## src/rtl/isb_defs.vh

```
// isb_defs.vh: shared constants of the two-wire to SPI bridge.
// Assumes inclusion by the rtl files of this block only.
`ifndef ISB_DEFS_VH
`define ISB_DEFS_VH
// System clock rate in kHz
`define ISB_CLK_KHZ 25000
// Fixed upper part of the bus address, arbitrary value
`define ISB_ADDR_HI 4'h5
// Buffer size and last index
`define ISB_BUF_DEPTH 8'd200
`define ISB_BUF_LAST 8'd199
// Bits per byte on both buses
`define ISB_BITS 4'h8
// Function identifiers
`define ISB_FN_SPI_MAX 8'h0f
`define ISB_FN_CFG 8'hf0
`define ISB_FN_CLR 8'hf1
// Configuration byte reset value and field positions
`define ISB_CFG_RST 8'h00
`define ISB_CFG_ORDER 5
`define ISB_CFG_CPOL 3
`define ISB_CFG_CPHA 2
`define ISB_CFG_RATE_HI 1
`define ISB_CFG_RATE_LO 0
// SPI clock rates in kHz
`define ISB_RATE0_KHZ 1843
`define ISB_RATE1_KHZ 461
`define ISB_RATE2_KHZ 115
`define ISB_RATE3_KHZ 58
// Half period in cycles, rounded up so a rate is never exceeded
`define ISB_HALF(k) ((`ISB_CLK_KHZ + 2 * (k) - 1) / (2 * (k)))
// Last of the sixteen clock edges of one SPI byte
`define ISB_EDGE_LAST 4'hf
`endif

```

## src/rtl/isb_bridge_core.v

```verilog
// isb_bridge_core.v: two-wire slave to SPI master bridge engine.
// Assumes open-drain pads outside; pins arrive unsynchronised.
//
// Overview of operation
// - Slave only, byte oriented, up to 400 kHz
// - May stretch clock low between bytes
// - Address byte: seven bits plus direction bit
// - Address low three bits from select pins
// - Select pins captured at reset only
// - Active-low reset returns initial state
// - No address acknowledge while busy
// - Write: address, function, up to 200 bytes
// - Data bytes stored in order until STOP
// - After STOP, silent until function done
// - Function 01h to 0Fh starts SPI transfer
// - Function bits drive matching active-low selects
// - SPI sends only the data bytes
// - Sends exactly as many bytes as received
// - MISO bytes overwrite same buffer position
// - Addressed read returns buffer from start
// - Buffer read leaves contents unchanged
// - Device is SPI master, up to 1.8 Mbit/s
// - Interrupt low on completion, F1h clears
// - F0h byte sets order, mode, rate
// - Selects act as SPI selects after reset
`include "isb_defs.vh"

module isb_bridge_core (
   input  wire clk_sys_i,
   input  wire rst_n_i,
   input  wire scl_i,
   output wire scl_o,
   output wire scl_oe_o,
   input  wire sda_i,
   output wire sda_o,
   output reg  sda_oe_o,
   input  wire addr_sel_pin_0_i,
   input  wire addr_sel_pin_1_i,
   input  wire addr_sel_pin_2_i,
   input  wire miso_i,
   output wire mosi_o,
   output wire serial_clk_out_o,
   output wire slave_select_0_n_o,
   output wire slave_select_1_n_o,
   output wire slave_select_2_n_o,
   output wire slave_select_3_n_o,
   output wire int_n_o
);
   // Two-wire slave states
   localparam S_IDLE = 3'd0;
   localparam S_ADDR = 3'd1;
   localparam S_AACK = 3'd2;
   localparam S_RX   = 3'd3;
   localparam S_RACK = 3'd4;
   localparam S_LOAD = 3'd5;
   localparam S_TX   = 3'd6;
   localparam S_TACK = 3'd7;

   // Pin synchronisers and edge history
   reg [1:0] scl_sy;
   reg [1:0] sda_sy;
   reg       scl_d;
   reg       sda_d;
   reg [2:0] addr_sy1;
   reg [2:0] addr_sy2;
   reg [2:0] addr_lat;

   // Slave state
   reg [2:0] st;
   reg [3:0] bitcnt;
   reg [7:0] shreg;
   reg       rw;
   reg       tx_ack;
   reg       got_func;
   reg [7:0] func;
   reg [7:0] wr_cnt;
   reg [7:0] rd_ptr;
   reg [7:0] cfg_byte;
   reg [7:0] cfg;

   // Execution state
   reg       spi_go;
   reg [3:0] spi_sel;
   reg [7:0] spi_cnt;
   reg       irq;

   // Shared data buffer
   reg [7:0] mem [0:199];

   wire       spi_busy;
   wire       spi_done;
   wire       spi_we;
   wire [7:0] spi_idx;
   wire [7:0] spi_rx;
   wire [3:0] ss_n;

   // Bus line views after synchronisation
   wire scl_s = scl_sy[1];
   wire sda_s = sda_sy[1];
   wire scl_rise = scl_s & ~scl_d;
   wire scl_fall = ~scl_s & scl_d;
   // Data edges while clock high mark START and STOP
   wire bus_start = scl_s & scl_d & sda_d & ~sda_s;
   wire bus_stop = scl_s & scl_d & ~sda_d & sda_s;
   wire byte_end = scl_fall & (bitcnt == `ISB_BITS);

   // Busy covers the cycle the SPI start is still in flight
   wire busy = spi_busy | spi_go;

   // Own address: fixed part plus latched pins
   wire [6:0] own_addr = {`ISB_ADDR_HI, addr_lat};
   wire       addr_hit = (shreg[7:1] == own_addr);

   // Function decode used at STOP
   wire fn_spi = (func != 8'h00) &&
                 (func <= `ISB_FN_SPI_MAX);
   wire fn_cfg = (func == `ISB_FN_CFG);
   wire fn_clr = (func == `ISB_FN_CLR);
   wire msg_done = bus_stop & got_func;

   // A data byte is stored only after the function byte
   wire i2c_we = (st == S_RX) & byte_end & got_func &
                 (wr_cnt < `ISB_BUF_DEPTH);

   // Buffer read ports, one per side
   wire [7:0] rd_byte = mem[rd_ptr];
   wire [7:0] spi_tx = mem[spi_idx];

   // Open-drain pins: output level is always low
   assign sda_o = 1'b0;
   assign scl_o = 1'b0;
   // Clock held low only while fetching the next byte
   assign scl_oe_o = (st == S_LOAD);

   // Selects stay SPI selects; no GPIO use here
   assign slave_select_0_n_o = ss_n[0];
   assign slave_select_1_n_o = ss_n[1];
   assign slave_select_2_n_o = ss_n[2];
   assign slave_select_3_n_o = ss_n[3];
   assign int_n_o = ~irq;

   // Two flops before any logic sees a pin
   // No reset here so pin levels flow even while reset is held
   always @(posedge clk_sys_i) begin
      scl_sy <= {scl_sy[0], scl_i};
      sda_sy <= {sda_sy[0], sda_i};
      scl_d <= scl_sy[1];
      sda_d <= sda_sy[1];
      addr_sy1 <= {addr_sel_pin_2_i, addr_sel_pin_1_i,
                   addr_sel_pin_0_i};
      addr_sy2 <= addr_sy1;
   end

   // Address pins tracked during reset, frozen after
   always @(posedge clk_sys_i) begin
      if (!rst_n_i) begin
         addr_lat <= addr_sy2;
      end
   end

   // Buffer writes; SPI never overlaps a bus write
   // because the address is refused while busy
   always @(posedge clk_sys_i) begin
      if (spi_we) begin
         mem[spi_idx] <= spi_rx;
      end else if (i2c_we) begin
         mem[wr_cnt] <= shreg;
      end
   end

   // Two-wire slave; never drives START or a clock
   always @(posedge clk_sys_i) begin
      if (!rst_n_i) begin
         st <= S_IDLE;
         bitcnt <= 4'h0;
         shreg <= 8'h00;
         rw <= 1'b0;
         tx_ack <= 1'b0;
         got_func <= 1'b0;
         func <= 8'h00;
         wr_cnt <= 8'h00;
         rd_ptr <= 8'h00;
         cfg_byte <= 8'h00;
         sda_oe_o <= 1'b0;
      end else if (bus_start) begin
         // Repeated START abandons an unfinished write
         st <= S_ADDR;
         bitcnt <= 4'h0;
         got_func <= 1'b0;
         sda_oe_o <= 1'b0;
      end else if (bus_stop) begin
         // Function runs from here; see execution block
         st <= S_IDLE;
         got_func <= 1'b0;
         sda_oe_o <= 1'b0;
      end else begin
         case (st)
            S_IDLE: begin
               sda_oe_o <= 1'b0;
            end
            S_ADDR, S_RX: begin
               if (scl_rise) begin
                  shreg <= {shreg[6:0], sda_s};
                  bitcnt <= bitcnt + 4'h1;
               end else if (byte_end && st == S_ADDR) begin
                  if (addr_hit && !busy) begin
                     sda_oe_o <= 1'b1;
                     rw <= shreg[0];
                     st <= S_AACK;
                  end else begin
                     st <= S_IDLE;
                  end
               end else if (byte_end) begin
                  if (!got_func) begin
                     func <= shreg;
                     got_func <= 1'b1;
                     sda_oe_o <= 1'b1;
                     st <= S_RACK;
                  end else if (i2c_we) begin
                     if (wr_cnt == 8'h00) begin
                        cfg_byte <= shreg;
                     end
                     wr_cnt <= wr_cnt + 8'h01;
                     sda_oe_o <= 1'b1;
                     st <= S_RACK;
                  end else begin
                     // Buffer full: byte refused by NACK
                     st <= S_IDLE;
                  end
               end
            end
            S_AACK: begin
               if (scl_fall) begin
                  sda_oe_o <= 1'b0;
                  bitcnt <= 4'h0;
                  if (rw) begin
                     rd_ptr <= 8'h00;
                     st <= S_LOAD;
                  end else begin
                     wr_cnt <= 8'h00;
                     st <= S_RX;
                  end
               end
            end
            S_RACK: begin
               if (scl_fall) begin
                  sda_oe_o <= 1'b0;
                  bitcnt <= 4'h0;
                  st <= S_RX;
               end
            end
            S_LOAD: begin
               // Read only; the buffer is left as it was
               shreg <= rd_byte;
               sda_oe_o <= ~rd_byte[7];
               rd_ptr <= (rd_ptr == `ISB_BUF_LAST) ? 8'h00 :
                         rd_ptr + 8'h01;
               bitcnt <= 4'h1;
               st <= S_TX;
            end
            S_TX: begin
               if (scl_fall) begin
                  if (bitcnt == `ISB_BITS) begin
                     sda_oe_o <= 1'b0;
                     st <= S_TACK;
                  end else begin
                     shreg <= {shreg[6:0], 1'b0};
                     sda_oe_o <= ~shreg[6];
                     bitcnt <= bitcnt + 4'h1;
                  end
               end
            end
            S_TACK: begin
               // A NACK ends the read; STOP follows
               if (scl_rise) begin
                  tx_ack <= ~sda_s;
               end else if (scl_fall) begin
                  st <= tx_ack ? S_LOAD : S_IDLE;
               end
            end
            default: st <= S_IDLE;
         endcase
      end
   end

   // Function execution at the end of a write message
   always @(posedge clk_sys_i) begin
      if (!rst_n_i) begin
         spi_go <= 1'b0;
         spi_sel <= 4'h0;
         spi_cnt <= 8'h00;
         cfg <= `ISB_CFG_RST;
      end else begin
         spi_go <= 1'b0;
         if (msg_done && fn_spi) begin
            spi_go <= 1'b1;
            spi_sel <= func[3:0];
            spi_cnt <= wr_cnt;
         end else if (msg_done && fn_cfg &&
                      wr_cnt != 8'h00) begin
            cfg <= cfg_byte;
         end
      end
   end

   // Interrupt: completion sets, clear function resets;
   // a completion in the clear cycle wins
   always @(posedge clk_sys_i) begin
      if (!rst_n_i) begin
         irq <= 1'b0;
      end else if (spi_done) begin
         irq <= 1'b1;
      end else if (msg_done && fn_clr) begin
         irq <= 1'b0;
      end
   end

   // SPI master; contention with several selects is the
   // host's concern, not checked here
   isb_spi_master u_spi (
      .clk_sys_i   (clk_sys_i),
      .rst_n_i     (rst_n_i),
      .start_i     (spi_go),
      .count_i     (spi_cnt),
      .sel_i       (spi_sel),
      .lsb_first_i (cfg[`ISB_CFG_ORDER]),
      .cpol_i      (cfg[`ISB_CFG_CPOL]),
      .cpha_i      (cfg[`ISB_CFG_CPHA]),
      .rate_i      (cfg[`ISB_CFG_RATE_HI:`ISB_CFG_RATE_LO]),
      .miso_i      (miso_i),
      .tx_data_i   (spi_tx),
      .idx_o       (spi_idx),
      .rx_data_o   (spi_rx),
      .rx_we_o     (spi_we),
      .busy_o      (spi_busy),
      .done_o      (spi_done),
      .sclk_o      (serial_clk_out_o),
      .mosi_o      (mosi_o),
      .ss_n_o      (ss_n)
   );
endmodule

```

## src/rtl/isb_spi_master.v

```verilog
// isb_spi_master.v: SPI master shifter for the bridge buffer.
// Assumes the caller serves tx_data_i from buffer[idx_o] without delay.
`include "isb_defs.vh"

module isb_spi_master (
   input  wire       clk_sys_i,
   input  wire       rst_n_i,
   input  wire       start_i,
   input  wire [7:0] count_i,
   input  wire [3:0] sel_i,
   input  wire       lsb_first_i,
   input  wire       cpol_i,
   input  wire       cpha_i,
   input  wire [1:0] rate_i,
   input  wire       miso_i,
   input  wire [7:0] tx_data_i,
   output reg  [7:0] idx_o,
   output reg  [7:0] rx_data_o,
   output reg        rx_we_o,
   output wire       busy_o,
   output reg        done_o,
   output reg        sclk_o,
   output reg        mosi_o,
   output reg  [3:0] ss_n_o
);
   localparam SP_IDLE  = 3'd0;
   localparam SP_LOAD  = 3'd1;
   localparam SP_SHIFT = 3'd2;
   localparam SP_NEXT  = 3'd3;
   localparam SP_HOLD  = 3'd4;
   localparam [31:0] H0 = `ISB_HALF(`ISB_RATE0_KHZ);
   localparam [31:0] H1 = `ISB_HALF(`ISB_RATE1_KHZ);
   localparam [31:0] H2 = `ISB_HALF(`ISB_RATE2_KHZ);
   localparam [31:0] H3 = `ISB_HALF(`ISB_RATE3_KHZ);

   reg [2:0] st;
   reg [7:0] half;
   reg [7:0] hc;
   reg [3:0] ec;
   reg [2:0] obit;
   reg [7:0] tx;
   reg [7:0] rx_sh;
   reg [7:0] cnt;
   reg       lsb;
   reg       cpha;
   reg [1:0] miso_sy;

   // Half period in cycles for a rate code
   function [7:0] half_cnt;
      input [1:0] r;
      begin
         case (r)
            2'd0:    half_cnt = H0[7:0];
            2'd1:    half_cnt = H1[7:0];
            2'd2:    half_cnt = H2[7:0];
            default: half_cnt = H3[7:0];
         endcase
      end
   endfunction

   // Bit n of a byte in the chosen order
   function bit_at;
      input [7:0] b;
      input [2:0] n;
      input       l;
      begin
         bit_at = l ? b[n] : b[3'd7 - n];
      end
   endfunction

   wire       tick = (hc == half - 8'h01);
   wire [7:0] samp = lsb ? {miso_sy[1], rx_sh[7:1]}
                         : {rx_sh[6:0], miso_sy[1]};
   assign busy_o = (st != SP_IDLE);

   // MISO is a pin, so two flops before use
   always @(posedge clk_sys_i) begin
      miso_sy <= {miso_sy[0], miso_i};
   end

   // Sequencer: selects, sixteen edges a byte, then hold
   always @(posedge clk_sys_i) begin
      if (!rst_n_i) begin
         st <= SP_IDLE;
         half <= 8'h01;
         hc <= 8'h00;
         ec <= 4'h0;
         obit <= 3'h0;
         tx <= 8'h00;
         rx_sh <= 8'h00;
         cnt <= 8'h00;
         lsb <= 1'b0;
         cpha <= 1'b0;
         idx_o <= 8'h00;
         rx_data_o <= 8'h00;
         rx_we_o <= 1'b0;
         done_o <= 1'b0;
         sclk_o <= 1'b0;
         mosi_o <= 1'b0;
         ss_n_o <= 4'hf;
      end else begin
         done_o <= 1'b0;
         rx_we_o <= 1'b0;
         case (st)
            SP_IDLE: begin
               sclk_o <= cpol_i; // Idle level follows polarity
               if (start_i) begin
                  lsb <= lsb_first_i;
                  cpha <= cpha_i;
                  half <= half_cnt(rate_i);
                  cnt <= count_i;
                  idx_o <= 8'h00;
                  hc <= 8'h00;
                  if (count_i == 8'h00) begin
                     done_o <= 1'b1;
                  end else begin
                     ss_n_o <= ~sel_i;
                     st <= SP_LOAD;
                  end
               end
            end
            SP_LOAD: begin
               tx <= tx_data_i;
               ec <= 4'h0;
               hc <= 8'h00;
               rx_sh <= 8'h00;
               if (!cpha) begin
                  mosi_o <= bit_at(tx_data_i, 3'h0, lsb);
                  obit <= 3'h1;
               end else begin
                  obit <= 3'h0;
               end
               st <= SP_SHIFT;
            end
            SP_SHIFT: begin
               if (tick) begin
                  hc <= 8'h00;
                  sclk_o <= ~sclk_o;
                  ec <= ec + 4'h1;
                  if (ec[0] == cpha) begin
                     rx_sh <= samp;
                  end else if (ec != `ISB_EDGE_LAST) begin
                     mosi_o <= bit_at(tx, obit, lsb);
                     obit <= obit + 3'h1;
                  end
                  if (ec == `ISB_EDGE_LAST) begin
                     // Received byte replaces the sent one
                     rx_data_o <= cpha ? samp : rx_sh;
                     rx_we_o <= 1'b1;
                     st <= (idx_o == cnt - 8'h01) ? SP_HOLD : SP_NEXT;
                  end
               end else begin
                  hc <= hc + 8'h01;
               end
            end
            SP_NEXT: begin
               // Index moves after the write has used it
               idx_o <= idx_o + 8'h01;
               st <= SP_LOAD;
            end
            SP_HOLD: begin
               if (tick) begin
                  ss_n_o <= 4'hf;
                  done_o <= 1'b1;
                  st <= SP_IDLE;
               end else begin
                  hc <= hc + 8'h01;
               end
            end
            default: st <= SP_IDLE;
         endcase
      end
   end
endmodule

```

## config.mk

```make
export PLATFORM = sky130hd
export DESIGN_NAME = isb_bridge_core
export DESIGN_NICKNAME = d
export VERILOG_FILES = /design/src/rtl/isb_bridge_core.v /design/src/rtl/isb_spi_master.v
export VERILOG_INCLUDE_DIRS = /design/src /design/src/rtl
export SDC_FILE = /design/constraint.sdc
export NUM_CORES = 2
export LEC_CHECK = 0
export BUFFER_PORTS_ARGS = -buffer_cell sky130_fd_sc_hd__buf_2
export CORE_MARGIN = 1.5
export CORE_UTILIZATION = 40
export DETAILED_ROUTE_END_ITERATION = 8
export GPL_TIMING_DRIVEN = 0
export PLACE_DENSITY_LB_ADDON = 0.25
export SLEW_MARGIN = 20
export SYNTH_ARGS = -nofsm -noshare
export SYNTH_HDL_FRONTEND = slang
export SYNTH_SLANG_ARGS = --single-unit
```

## constraint.sdc

```tcl
create_clock -name clk_sys_i -period 11.4 [get_ports clk_sys_i]
set_input_delay 2.28 -clock clk_sys_i [delete_from_list [all_inputs] [get_ports clk_sys_i]]
set_output_delay 2.28 -clock clk_sys_i [all_outputs]
set_load 0.02 [all_outputs]
```

==> impl_metrics.json <==
{
  "chipHeight_microns": 458,
  "area_growth_syn_to_layout_pct": 13.8,
  "hold-path-cell-count": 0,
  "synth_most_common_cell": "edfxtp_1",
  "cts_resized": 0,
  "synthTopCellsByCount": "1603 x edfxtp_1, 923 x mux4_2, 343 x nor2_1",
  "final_layout_size_suffix_gt1_frac": 0.341,
  "gp_congestion": 1.02,
  "cp-end-kind": "register",
  "critPathTopFamily": "buffers and inverters",
  "layout.nets": 4868,
  "p_leak_nw": 28.8,
  "place_hpwl_mm": 247,
  "relSlewSlack": 0.126,
  "cpPeakStageDelay_ns": 0.88,
  "core_sq_um": 205000,
  "grt_start_max_net_pins": 87,
  "num_rows": 166,
  "min_from": "addr_sy1[0]$_DFF_P_",
  "detailed_place.area_sq_um": 88300,
  "crit_chain": "buf_4 -> buf_4 -> buf_4 -> buf_2 -> buf_2 -> mux2i_1 -> nand2_1 -> mux2i_1 -> o32ai_1 -> a21boi_0 -> o221ai_1 -> a211oi_1",
  "hold_path_class": "register to register",
  "hold_viol_final": 0,
  "track_usage": 0.330,
  "synth_area_sq_um": 82900,
  "skew_ns": 0.0541,
  "yosysTopAreaCell": "edfxtp_1",
  "die_w_microns": 458,
  "cts_sinks": 1776,
  "regMostFlops": "mem",
  "final_area_sq_um": 94300,
  "synth_area_leaders": "edfxtp_1 58%, mux4_2 25%, dfxtp_1 4.2%",
  "r2r_slack_ns": 5.58,
  "drt_first_pass_iters": 8,
  "numCtsBuffers": 185,
  "ff2ff_path_depth": 12,
  "yosys_most_used_dff": "edfxtp_1",
  "tightest_slew_ns": 1.31,
  "critical_path.max_fanout": 10,
  "worstReg2RegEnd": "sda_oe_o$_SDFFE_PP0P_",
  "port-buffer-count": 15,
  "synth-edff-count": 1603,
  "largest_reg_flops": 1600,
  "required_ns": 12.11,
  "fin_crit_sh": 0.511,
  "antenna_found_initial": 19,
  "min_to": "addr_sy2[0]$_DFF_P_",
  "rsz0062_at_grt": "false",
  "insertion_delay_ns": 0.88,
  "slew_viol_final": 0,
  "max_cap_violations": 0,
  "gr-total-overflow": 0,
  "setup_viol": 0,
  "post-route-min-period_ns": 5.82,
  "power_mw": 13.3,
  "path_clk_slew_ns": 0.07,
  "wl_per_cell_microns": 45.3,
  "synth_top_cell_area_share": 0.581,
  "cp_common_cell": "buf_4",
  "avgSynthCellArea_sq_um": 18.1,
  "ios": 19,
  "cts_buffer_depth": 3,
  "async_flop_share": 0,
  "vdd_drop_max_mv": 0.177,
  "yosysSeqAreaShare": 0.622,
  "max_clock_freq_mhz": 172,
  "synthesis.instances": 4577,
  "via_per_inst": 6.99,
  "initial_core_util": 0.404,
  "cts_hold_buf": 0,
  "drt-initial-drc-count": 9580,
  "worstSetupPathType": "register to register",
  "dieArea_sq_um": 210000,
  "grt_pass1_vias": 50700,
  "cp-start-kind": "register",
  "fin_tns_setup_ns": 0,
  "cp_slowest_cell": "o32ai_1",
  "synth_seq_cells": 1776,
  "wl_mm": 349,
  "post-cts-setup-buffers": 0,
  "root_buffer": "clkbuf_16",
  "remaining_drc_errors": 0,
  "cts_tree": "done",
  "grt_pass1_wl_mm": 458,
  "p_per_area_nw_per_um2": 141,
  "yosys_warnings": 0,
  "yosysUniqueCellTypes": 77,
  "status": "finished clean",
  "htree_levels": 4,
  "crit_arrival_ns": 6.53,
  "num_vias": 53800,
  "path_buf_inv": 5,
  "antenna_left": 0
}
cells in the final DEF, fill, tap and decap left out, drive strengths merged, types with 12 or more instances in the layout:
cell type / synthesis / routed
o211ai: 17 / 17
nand4: 22 / 22
and2: 16 / 16
xor2: 13 / 13
nor2b: 25 / 25
dfxtp: 173 / 173
buf: 205 / 288
edfxtp: 1603 / 1603
diode: 0 / 12
inv: 33 / 40
bufinv: 0 / 16
mux2i: 175 / 175
nor2: 343 / 343
mux2: 12 / 12
nand3: 65 / 65
a211oi: 15 / 15
nand2b: 31 / 31
o21ai: 76 / 76
nand2: 242 / 242
mux4: 923 / 923
a21oi: 108 / 108
or3: 23 / 23
xnor2: 21 / 21
a31oi: 22 / 22
a221oi: 17 / 17
nor4: 13 / 13
clkinv: 2 / 91
clkbuf: 138 / 362
nor3: 30 / 30
a22oi: 58 / 58
worst max-delay path by stage:
stage	startpoint	endpoint	slack (ns)	cells after the start
final	register	sda_oe_o$_SDFFE_PP0P_	5.58	12
after global placement	bitcnt[0]$_SDFFE_PP0P_	mem[54][6]$_DFFE_PP_	-2.17	10
after floorplan	bitcnt[0]$_SDFFE_PP0P_	mem[0][6]$_DFFE_PP_	3.33	10
after CTS	register	sda_oe_o$_SDFFE_PP0P_	5.96	12
after detailed placement	register	sda_oe_o$_SDFFE_PP0P_	5.98	12
after global routing	register	sda_oe_o$_SDFFE_PP0P_	5.68	12
cell families (layout without fill, tap and decap cells):
family                   Yosys count  in the layout  share of synthesized area
multiplexers                    1110           1110                      0.273
XOR/XNOR                          34             34                    0.00359
AO/OA/AOI/OAI                    414            414                     0.0330
buffers and inverters            378            803                     0.0202
flip-flops                      1776           1776                      0.622
other                              1             14                  0.0000452
AND/OR/NAND/NOR                  853            853                     0.0458
adder cells (fa/ha/maj)           11             11                    0.00166
power breakdown:
group | total [mW] | internal [mW] | switching, mW
combinational | 0.112 | 0.0365 | 0.0752
clock | 6.14 | 3.41 | 2.73
sequential | 7.00 | 6.99 | 0.00798
total | 13.3 | 10.4 | 2.81
layer usage:
metal	share of wire	track usage	vias to the layer above
li1	-	-	19800
met1	0.36	0.432	28700
met2	0.44	0.483	4511
met3	0.14	0.119	855
met4	0.059	0.167	12
met5	0.00028	0.00161	-
layout make-up:
type | instances | area (sq um)
Fill cell | 17300 | 111000
Sequential cell | 1776 | 51600
Multi-Input combinational cell | 2424 | 30100
Clock buffer | 223 | 4870
Tap cell | 2688 | 3360
Buffer | 343 | 1660
Timing Repair Buffer | 84 | 1480
Clock inverter | 118 | 1110
Inverter | 35 | 131
Antenna cell | 12 | 30.0
through the flow:
stage | instances | hold WS [ns] | utilization | setup slack (ns)
after floorplan | 4578 | 0.310 | - | 3.33
after global placement | 7281 | 0.318 | 0.420 | -2.17
after detailed placement | 7350 | 0.315 | 0.430 | 5.98
after CTS | 7691 | 0.337 | 0.459 | 5.96
after global routing | 7692 | 0.338 | 0.459 | 5.68
final | 7703 | 0.331 | 0.459 | 5.58
No activity file was read; power rests on OpenSTA's default activity.
